## config.mk

```make
export PLATFORM = sky130hd
export DESIGN_NAME = rsec_top
export DESIGN_NICKNAME = d
export VERILOG_FILES = /design/src/rtl/rsec_pkg.sv /design/src/rtl/rsec_top.sv
export VERILOG_INCLUDE_DIRS = /design/src /design/src/rtl
export SDC_FILE = /design/constraint.sdc
export NUM_CORES = 1
export LEC_CHECK = 0
export ABC_CLOCK_PERIOD_IN_PS = 2200
export BUFFER_PORTS_ARGS = -buffer_cell sky130_fd_sc_hd__clkbuf_2
export CAP_MARGIN = 20
export CORE_UTILIZATION = 45
export DETAILED_ROUTE_END_ITERATION = 6
export PLACE_DENSITY = 0.82
export SLEW_MARGIN = 20
export SYNTH_ARGS = -nofsm -noshare
export SYNTH_HDL_FRONTEND = slang
export SYNTH_SLANG_ARGS = --single-unit
```

## constraint.sdc

```tcl
create_clock -name mclk -period 2.2 [get_ports mclk]
set_clock_uncertainty 0.15 [all_clocks]
set_input_delay 0.22 -clock mclk [delete_from_list [all_inputs] [get_ports mclk]]
set_output_delay 0.22 -clock mclk [all_outputs]
set_load 0.03 [all_outputs]
```

## src/rtl/rsec_map.svh

```systemverilog
/*
  named offsets, reset values and timing counts of the reset and standby
  sequencer. assumes a 200 MHz mclk and a 1 MHz bus phase clock.
*/
`ifndef RSEC_MAP_SVH
`define RSEC_MAP_SVH

// clock periods in ns
`define RSEC_CLK_PERIOD_NS 5
`define RSEC_E_PERIOD_NS   1000
// mclk cycles per half period of the bus phase clock (longest time, rounds down)
`define RSEC_E_HALF_CYC    (`RSEC_E_PERIOD_NS / `RSEC_CLK_PERIOD_NS / 2)
`define RSEC_CNT_W         8
// bus phase cycles of internal reset after release
`define RSEC_SEQ_E_CYC     3
`define RSEC_SEQ_W         2
// port geometry and reset values
`define RSEC_PORT_W        8
`define RSEC_DIR_RST       8'h00
`define RSEC_DATA_RST      8'h00

`endif

```

## src/rtl/rsec_pkg.sv

```systemverilog
/*
  types shared by the reset and standby sequencer: state codes and the
  port configuration carrier. assumes rsec_map.svh sits on the include path.
*/
`include "rsec_map.svh"

package rsec_pkg;

  // one-hot sequencer states
  typedef enum logic [4:0] {
    ST_HOLD = 5'h01,
    ST_WAIT = 5'h02,
    ST_SEQ  = 5'h04,
    ST_RUN  = 5'h08,
    ST_STANDBY_IN_N = 5'h10
  } rsec_state_e;

  // direction and data of the parallel port
  typedef struct packed {
    logic [`RSEC_PORT_W-1:0] dir;
    logic [`RSEC_PORT_W-1:0] data;
  } rsec_port_s;

endpackage

```

## src/rtl/rsec_top.sv

```systemverilog
/*
  reset and standby entry control of a single-chip microcomputer: takes the
  reset and standby pins, keeps the port direction register, floats the port
  and releases the internal reset in step with a derived bus phase clock.
  assumes pins are synchronous to mclk and board logic drives both pins.
*/
// How it works
// - reset low clears direction register, any phase
// - port pins float while reset held low
// - release and internal reset follow bus phase
// - standby level captured ignoring bus phase
// - standby low puts device in standby
`timescale 1ns/10ps
`include "rsec_map.svh"

module rsec_top (
  input  wire logic                    mclk,
  input  wire logic                    rst_b,
  input  wire logic                    reset_in_n,
  input  wire logic                    standby_in_n,
  input  wire logic                    cfg_wr_en,
  input  wire rsec_pkg::rsec_port_s    cfg_wdata,
  input  wire logic [`RSEC_PORT_W-1:0] port_in,
  output logic      [`RSEC_PORT_W-1:0] port_out,
  output logic      [`RSEC_PORT_W-1:0] port_oe,
  output logic      [`RSEC_PORT_W-1:0] port_rd,
  output logic                         e_clk,
  output logic                         cpu_rst_n,
  output logic                         standby_act,
  output rsec_pkg::rsec_state_e        seq_state
);
  import rsec_pkg::*;

  localparam logic [`RSEC_CNT_W-1:0] E_LAST   = `RSEC_CNT_W'(`RSEC_E_HALF_CYC - 1);
  localparam logic [`RSEC_SEQ_W-1:0] SEQ_LAST = `RSEC_SEQ_W'(`RSEC_SEQ_E_CYC - 1);

  logic [`RSEC_CNT_W-1:0] e_cnt_ff;
  logic [`RSEC_CNT_W-1:0] nxt_e_cnt;
  logic                   e_ff;
  logic                   e_half_end;
  logic                   e_fall;
  logic                   rsync1_ff;
  logic                   rsync2_ff;
  logic                   standby_in_n_ff;
  logic                   pin_reset;
  rsec_state_e            state_ff;
  rsec_state_e            nxt_state;
  logic [`RSEC_SEQ_W-1:0] seq_cnt_ff;
  logic [`RSEC_SEQ_W-1:0] nxt_seq_cnt;
  logic                   seq_done;
  rsec_port_s             port_ff;
  rsec_port_s             nxt_port;
  logic [`RSEC_PORT_W-1:0] oe_ff;
  logic [`RSEC_PORT_W-1:0] nxt_oe;
  logic [`RSEC_PORT_W-1:0] rd_ff;
  logic                   cpu_rst_n_ff;
  logic                   standby_in_n_act_ff;
  logic                   run_next;
  logic                   live_next;

  // bus phase clock divider decode
  assign e_half_end = (e_cnt_ff == E_LAST);
  assign e_fall     = e_half_end & e_ff;
  assign nxt_e_cnt  = e_half_end ? '0 : e_cnt_ff + `RSEC_CNT_W'(1);

  // bus phase clock divider
  always_ff @(posedge mclk) begin
    if (!rst_b) begin
      e_cnt_ff <= '0;
      e_ff     <= 1'b0;
    end else begin
      e_cnt_ff <= nxt_e_cnt;
      e_ff     <= e_ff ^ e_half_end;
    end
  end

  // reset release synchroniser, standby level capture
  always_ff @(posedge mclk) begin
    if (!rst_b) begin
      rsync1_ff <= 1'b0;
      rsync2_ff <= 1'b0;
      standby_in_n_ff   <= 1'b1;
    end else begin
      rsync1_ff <= reset_in_n;
      rsync2_ff <= rsync1_ff & reset_in_n; // short pulse clears both stages
      standby_in_n_ff   <= standby_in_n;
    end
  end

  // pin reset acts at once; sequence decode
  assign pin_reset = ~reset_in_n;
  assign seq_done  = e_fall & (seq_cnt_ff == SEQ_LAST);

  // sequencer next state
  always_comb begin
    nxt_state   = state_ff;
    nxt_seq_cnt = seq_cnt_ff;
    case (state_ff)
      ST_HOLD: begin
        nxt_seq_cnt = '0;
        if (rsync2_ff) begin
          nxt_state = ST_WAIT;
        end
      end
      ST_WAIT: begin
        if (e_fall) begin
          nxt_state = ST_SEQ;
        end
      end
      ST_SEQ: begin
        if (seq_done) begin
          nxt_state = ST_RUN;
        end else if (e_fall) begin
          nxt_seq_cnt = seq_cnt_ff + `RSEC_SEQ_W'(1);
        end
      end
      ST_RUN: begin
        nxt_seq_cnt = '0;
        if (!standby_in_n_ff) begin
          nxt_state = ST_STANDBY_IN_N;
        end
      end
      ST_STANDBY_IN_N: begin
        if (standby_in_n_ff) begin
          nxt_state = ST_SEQ;
        end
      end
      default: begin
        nxt_state   = ST_HOLD;
        nxt_seq_cnt = '0;
      end
    endcase
    if (pin_reset) begin
      nxt_state   = ST_HOLD;
      nxt_seq_cnt = '0;
    end
  end

  // sequencer registers
  always_ff @(posedge mclk) begin
    if (!rst_b) begin
      state_ff   <= ST_HOLD;
      seq_cnt_ff <= '0;
    end else begin
      state_ff   <= nxt_state;
      seq_cnt_ff <= nxt_seq_cnt;
    end
  end

  // port register next values and output enables
  assign run_next  = (nxt_state == ST_RUN);
  assign live_next = run_next | (nxt_state == ST_STANDBY_IN_N);
  assign nxt_oe    = run_next ? nxt_port.dir : '0;

  always_comb begin
    nxt_port = port_ff;
    if (pin_reset) begin
      nxt_port.dir = `RSEC_DIR_RST;
    end else if (cfg_wr_en && state_ff == ST_RUN) begin
      nxt_port = cfg_wdata;
    end
  end

  // port and status registers
  always_ff @(posedge mclk) begin
    if (!rst_b) begin
      port_ff.dir  <= `RSEC_DIR_RST;
      port_ff.data <= `RSEC_DATA_RST;
      oe_ff        <= '0;
      rd_ff        <= '0;
      cpu_rst_n_ff <= 1'b0;
      standby_in_n_act_ff  <= 1'b0;
    end else begin
      port_ff      <= nxt_port;
      oe_ff        <= nxt_oe;
      rd_ff        <= port_in;
      cpu_rst_n_ff <= live_next;
      standby_in_n_act_ff  <= (nxt_state == ST_STANDBY_IN_N);
    end
  end

  // outputs straight from flip-flops
  assign port_out    = port_ff.data;
  assign port_oe     = oe_ff;
  assign port_rd     = rd_ff;
  assign e_clk       = e_ff;
  assign cpu_rst_n   = cpu_rst_n_ff;
  assign standby_act = standby_in_n_act_ff;
  assign seq_state   = state_ff;
endmodule

```

==> flow_metrics.py <==
metrics = {
    "floorplanning": {
        "die_y_um": 69.07,
        "die_w_um": 69.07,
        "rows": 24,
        "io_pins": 61,
        "core_sq_mm": 0.004324,
        "dieArea_sq_mm": 0.004771,
        "start_util_pct": 46.82,
    },
    "clock_network": {
        "path_clk_slew_ns": 0.09,
        "numClockSinks": 53,
        "ctsHtreeMaxLevel": 2,
        "clock_path_buffers": 2,
        "cts_made_buffers": 5,
        "cts_tree": "yes",
        "root_buffer": "clkbuf_8",
        "insertion_delay_ns": 0.31,
    },
    "status": {
        "violations": "negative setup slack",
        "status": "finished with violations",
    },
    "global_routing": {
        "grt_use_total_pct": 17.82,
        "grt_max_degree": 24,
        "antenna_found_initial": 0,
        "grt_pass1_wl_mm": 6.831,
        "grt_pass1_vias": 1649,
        "overflow": 0,
    },
    "logic_synthesis": {
        "synthAdderAreaFrac_pct": 1.854,
        "synth_fp_nets": 242,
        "yosysTopAreaCellShare_pct": 52.41,
        "yosysSeqAreaShare_pct": 52.41,
        "ys_ff_latch": 53,
        "synth_edf_count": 0,
        "synth_area_leader_cell": "dfxtp_1",
        "synthMostInstantiatedCell": "dfxtp_1",
        "synth-simple-area-share_pct": 22.93,
        "synth_area_leaders": "dfxtp_1, mux2i_1, nor2_1",
        "ys_warn_count": 0,
        "synth_top_family_by_area": "simple AND/OR/NAND/NOR gates",
        "synth_mux_area_share_pct": 4.450,
        "netlist_area_sq_mm": 0.002024,
        "synthCells": 210,
        "synth_xor_xnor_area_share_pct": 2.163,
        "synth-compound-area-share_pct": 8.962,
        "synthArstFlopShare_pct": 0,
        "ys_top_cells_by_count": "dfxtp_1, nor2_1, nand2_1, nand3_1, and2_1",
        "postSynthAreaPerCell_sq_um": 9.640,
        "ys_types": 37,
        "synth_flop_cell": "dfxtp_1",
    },
    "critical_path": {
        "cp_num_cells": 8,
        "crit_arrival_ns": 2.36,
        "slowest_delay_ns": 0.48,
        "cp.required_ns": 2.28,
        "path_buf_inv": 0,
        "crit_type": "reg -> reg",
        "cpMostUsedCell": "a211o_1",
        "critPathLaunchType": "flip-flop",
        "startpoint": "e_cnt_ff[1]",
        "critPathTopFamily": "simple AND/OR/NAND/NOR gates",
        "worst_r2r_path_depth": 8,
        "cp_max_fo": 3,
        "r2r-start": "e_cnt_ff[1]",
        "r2r-end": "seq_cnt_ff[1]",
        "path_cells": "ha_4 > or4b_4 > nor3_4 > ha_2 > nand2b_1 > a211o_1 > a211o_1 > a21oi_1",
        "endpoint_kind": "flip-flop",
        "endpoint": "seq_cnt_ff[1]",
        "r2r_slack_ns": -0.08,
        "critPathSlowestCell": "or4b_4",
    },
    "layout": {
        "fillers": 375,
        "final_util_pct": 62.73,
        "fin_nets": 322,
        "drive_gt1_share_pct": 32.99,
        "antenna_cells": 0,
        "synthToLayoutAreaGrowth_pct": 33.99,
    },
    "sta": {
        "maxSlewViolCount": 0,
        "finalSetupViolations": 11,
        "fmax_ghz": 0.4395,
        "hold_ws_ns": 0.02857,
        "worst_pin_slew_ns": 0.4424,
        "hold_viol": 0,
        "post-route-period-util_pct": 103.4,
        "finalWorstSetupSlack_ns": -0.07527,
        "rsz0062_at_grt": "true",
        "slew_headroom_pct": 70.44,
        "fin_crit_ns": 2.275,
    },
    "place": {
        "gp_congestion": 0.7650,
        "dp_hpwl_mm": 2.704,
        "io_buffers": 60,
        "place_ws_ns": -0.06905,
    },
    "detailed_routing": {
        "drc": 0,
        "wl_mm": 4.088,
        "viasPerCell": 4.910,
        "wire_per_inst_um": 11.92,
        "vias": 1684,
        "drtIter0Drc": 51,
        "firstDrtPassIters": 4,
        "antenna_left": 0,
    },
    "power_and_ir_drop": {
        "power.leakage_nw": 1.142,
        "power_density_mw_per_mm2": 603.9,
        "peakVddDrop_mv": 0.3703,
    },
    "worst_hold_path": {
        "min_path_type": "in -> reg",
    },
    "run": {
        "maxCapViolations": 0,
    },
}
layer usage:
metal	vias up	global-route usage, %	routed length, um
li1	853	-	-
met4	0	8.844	98
met3	8	4.386	196
met1	773	19.76	1841
met5	-	0	0
met2	50	31.50	1951
where the power goes:
group          total, W  switching, W  internal [W]
registers      0.000984    0.00000900      0.000975
clock network  0.000528      0.000302      0.000226
logic          0.000127     0.0000592     0.0000676
sequential cells by signal (all words and copies together), names as in the netlist:
signal           cells
cpu_rst_n            1
e_clk                1
e_cnt_ff             8
port_ff              8
port_oe              8
port_out             8
port_rd              8
rsync1_ff            1
rsync2_ff            1
seq_cnt_ff           2
seq_state            5
standby_act          1
standby_in_n_ff      1
worst reg2reg max path: stages, from the launching register on:
cell	delay, ns
dfxtp_2	0.37
ha_4	0.14
or4b_4	0.48
nor3_4	0.14
ha_2	0.20
nand2b_1	0.05
a211o_1	0.28
a211o_1	0.26
a21oi_1	0.13
kinds of logic after synthesis:
group / Yosys count
buffers and inverters: 25
adder cells (fa/ha/maj): 3
multiplexers: 9
AND/OR/NAND/NOR: 90
AO/OA/AOI/OAI: 25
XOR/XNOR: 5
flip-flops: 53
per-stage QoR:
stage | power (W) | cell area (sq um) | std cells | TNS, ns
4_1_cts | 0.001653 | 2650 | 341 | -0.09841
3_3_place_gp | 0.001105 | 2382 | 315 | -0.003237
6_report | 0.001638 | 2713 | 343 | -0.2943
2_1_floorplan | 0.001057 | 2046 | 210 | -0.03182
5_1_grt | 0.001700 | 2713 | 343 | -1.230
3_5_place_dp | 0.001109 | 2382 | 315 | -0.1057
worst min path at each step:
stage	start	endpoint	slack, ns	cells past startpoint
floorplan	rst_b	standby_in_n_ff	0.14	1
global placement	standby_in_n	standby_in_n_ff	0.26	2
detailed placement	standby_in_n	standby_in_n_ff	0.27	2
CTS	cfg_wdata[10]	port_ff[10]	0.02	3
global route	cfg_wdata[10]	port_oe[2]	0.04	3
finish	cfg_wdata[10]	port_ff[10]	0.03	3
placed cells by master (no fill, tap or decap), types with 2 or more instances in the layout:
cell type	instances
and3_1	4
o21ai_0	3
buf_6	3
nand4_1	2
clkbuf_8	5
nand2_1	16
nand2b_1	3
nand3_1	12
dfxtp_2	2
and2_1	12
dfxtp_1	51
inv_1	8
a21boi_1	8
nor3_4	2
a21oi_1	3
a211o_1	3
buf_4	9
clkbuf_1	2
xnor2_1	5
nor3_1	5
mux2i_1	9
nor2b_1	6
dlygate4sd3_1	17
nor2_1	17
clkbuf_2	60
nor2_2	3
nor2_4	3
cell type report:
class                           count  area [sq um]  share of cell area, %
Clock buffer                        7         76.32                  2.814
Clock inverter                      1         7.507                 0.2768
Inverter                            8         30.03                  1.107
Multi-Input combinational cell    132         878.3                  32.38
Sequential cell                    53          1064                  39.21
Tap cell                           52         65.06                  2.399
Timing Repair Buffer               90         591.8                  21.82
what timing repair did:
action | in CTS | in global routing
gates resized for setup | 1 | 16
hold buffers | 17 | 0
hold endpoints to repair | 17 | 0
pin swaps | 1 | 1
setup buffers | 1 | 1
cloned | 0 | 1
setup endpoints to repair | 2 | 12
Power figures use the tool's default switching activity.
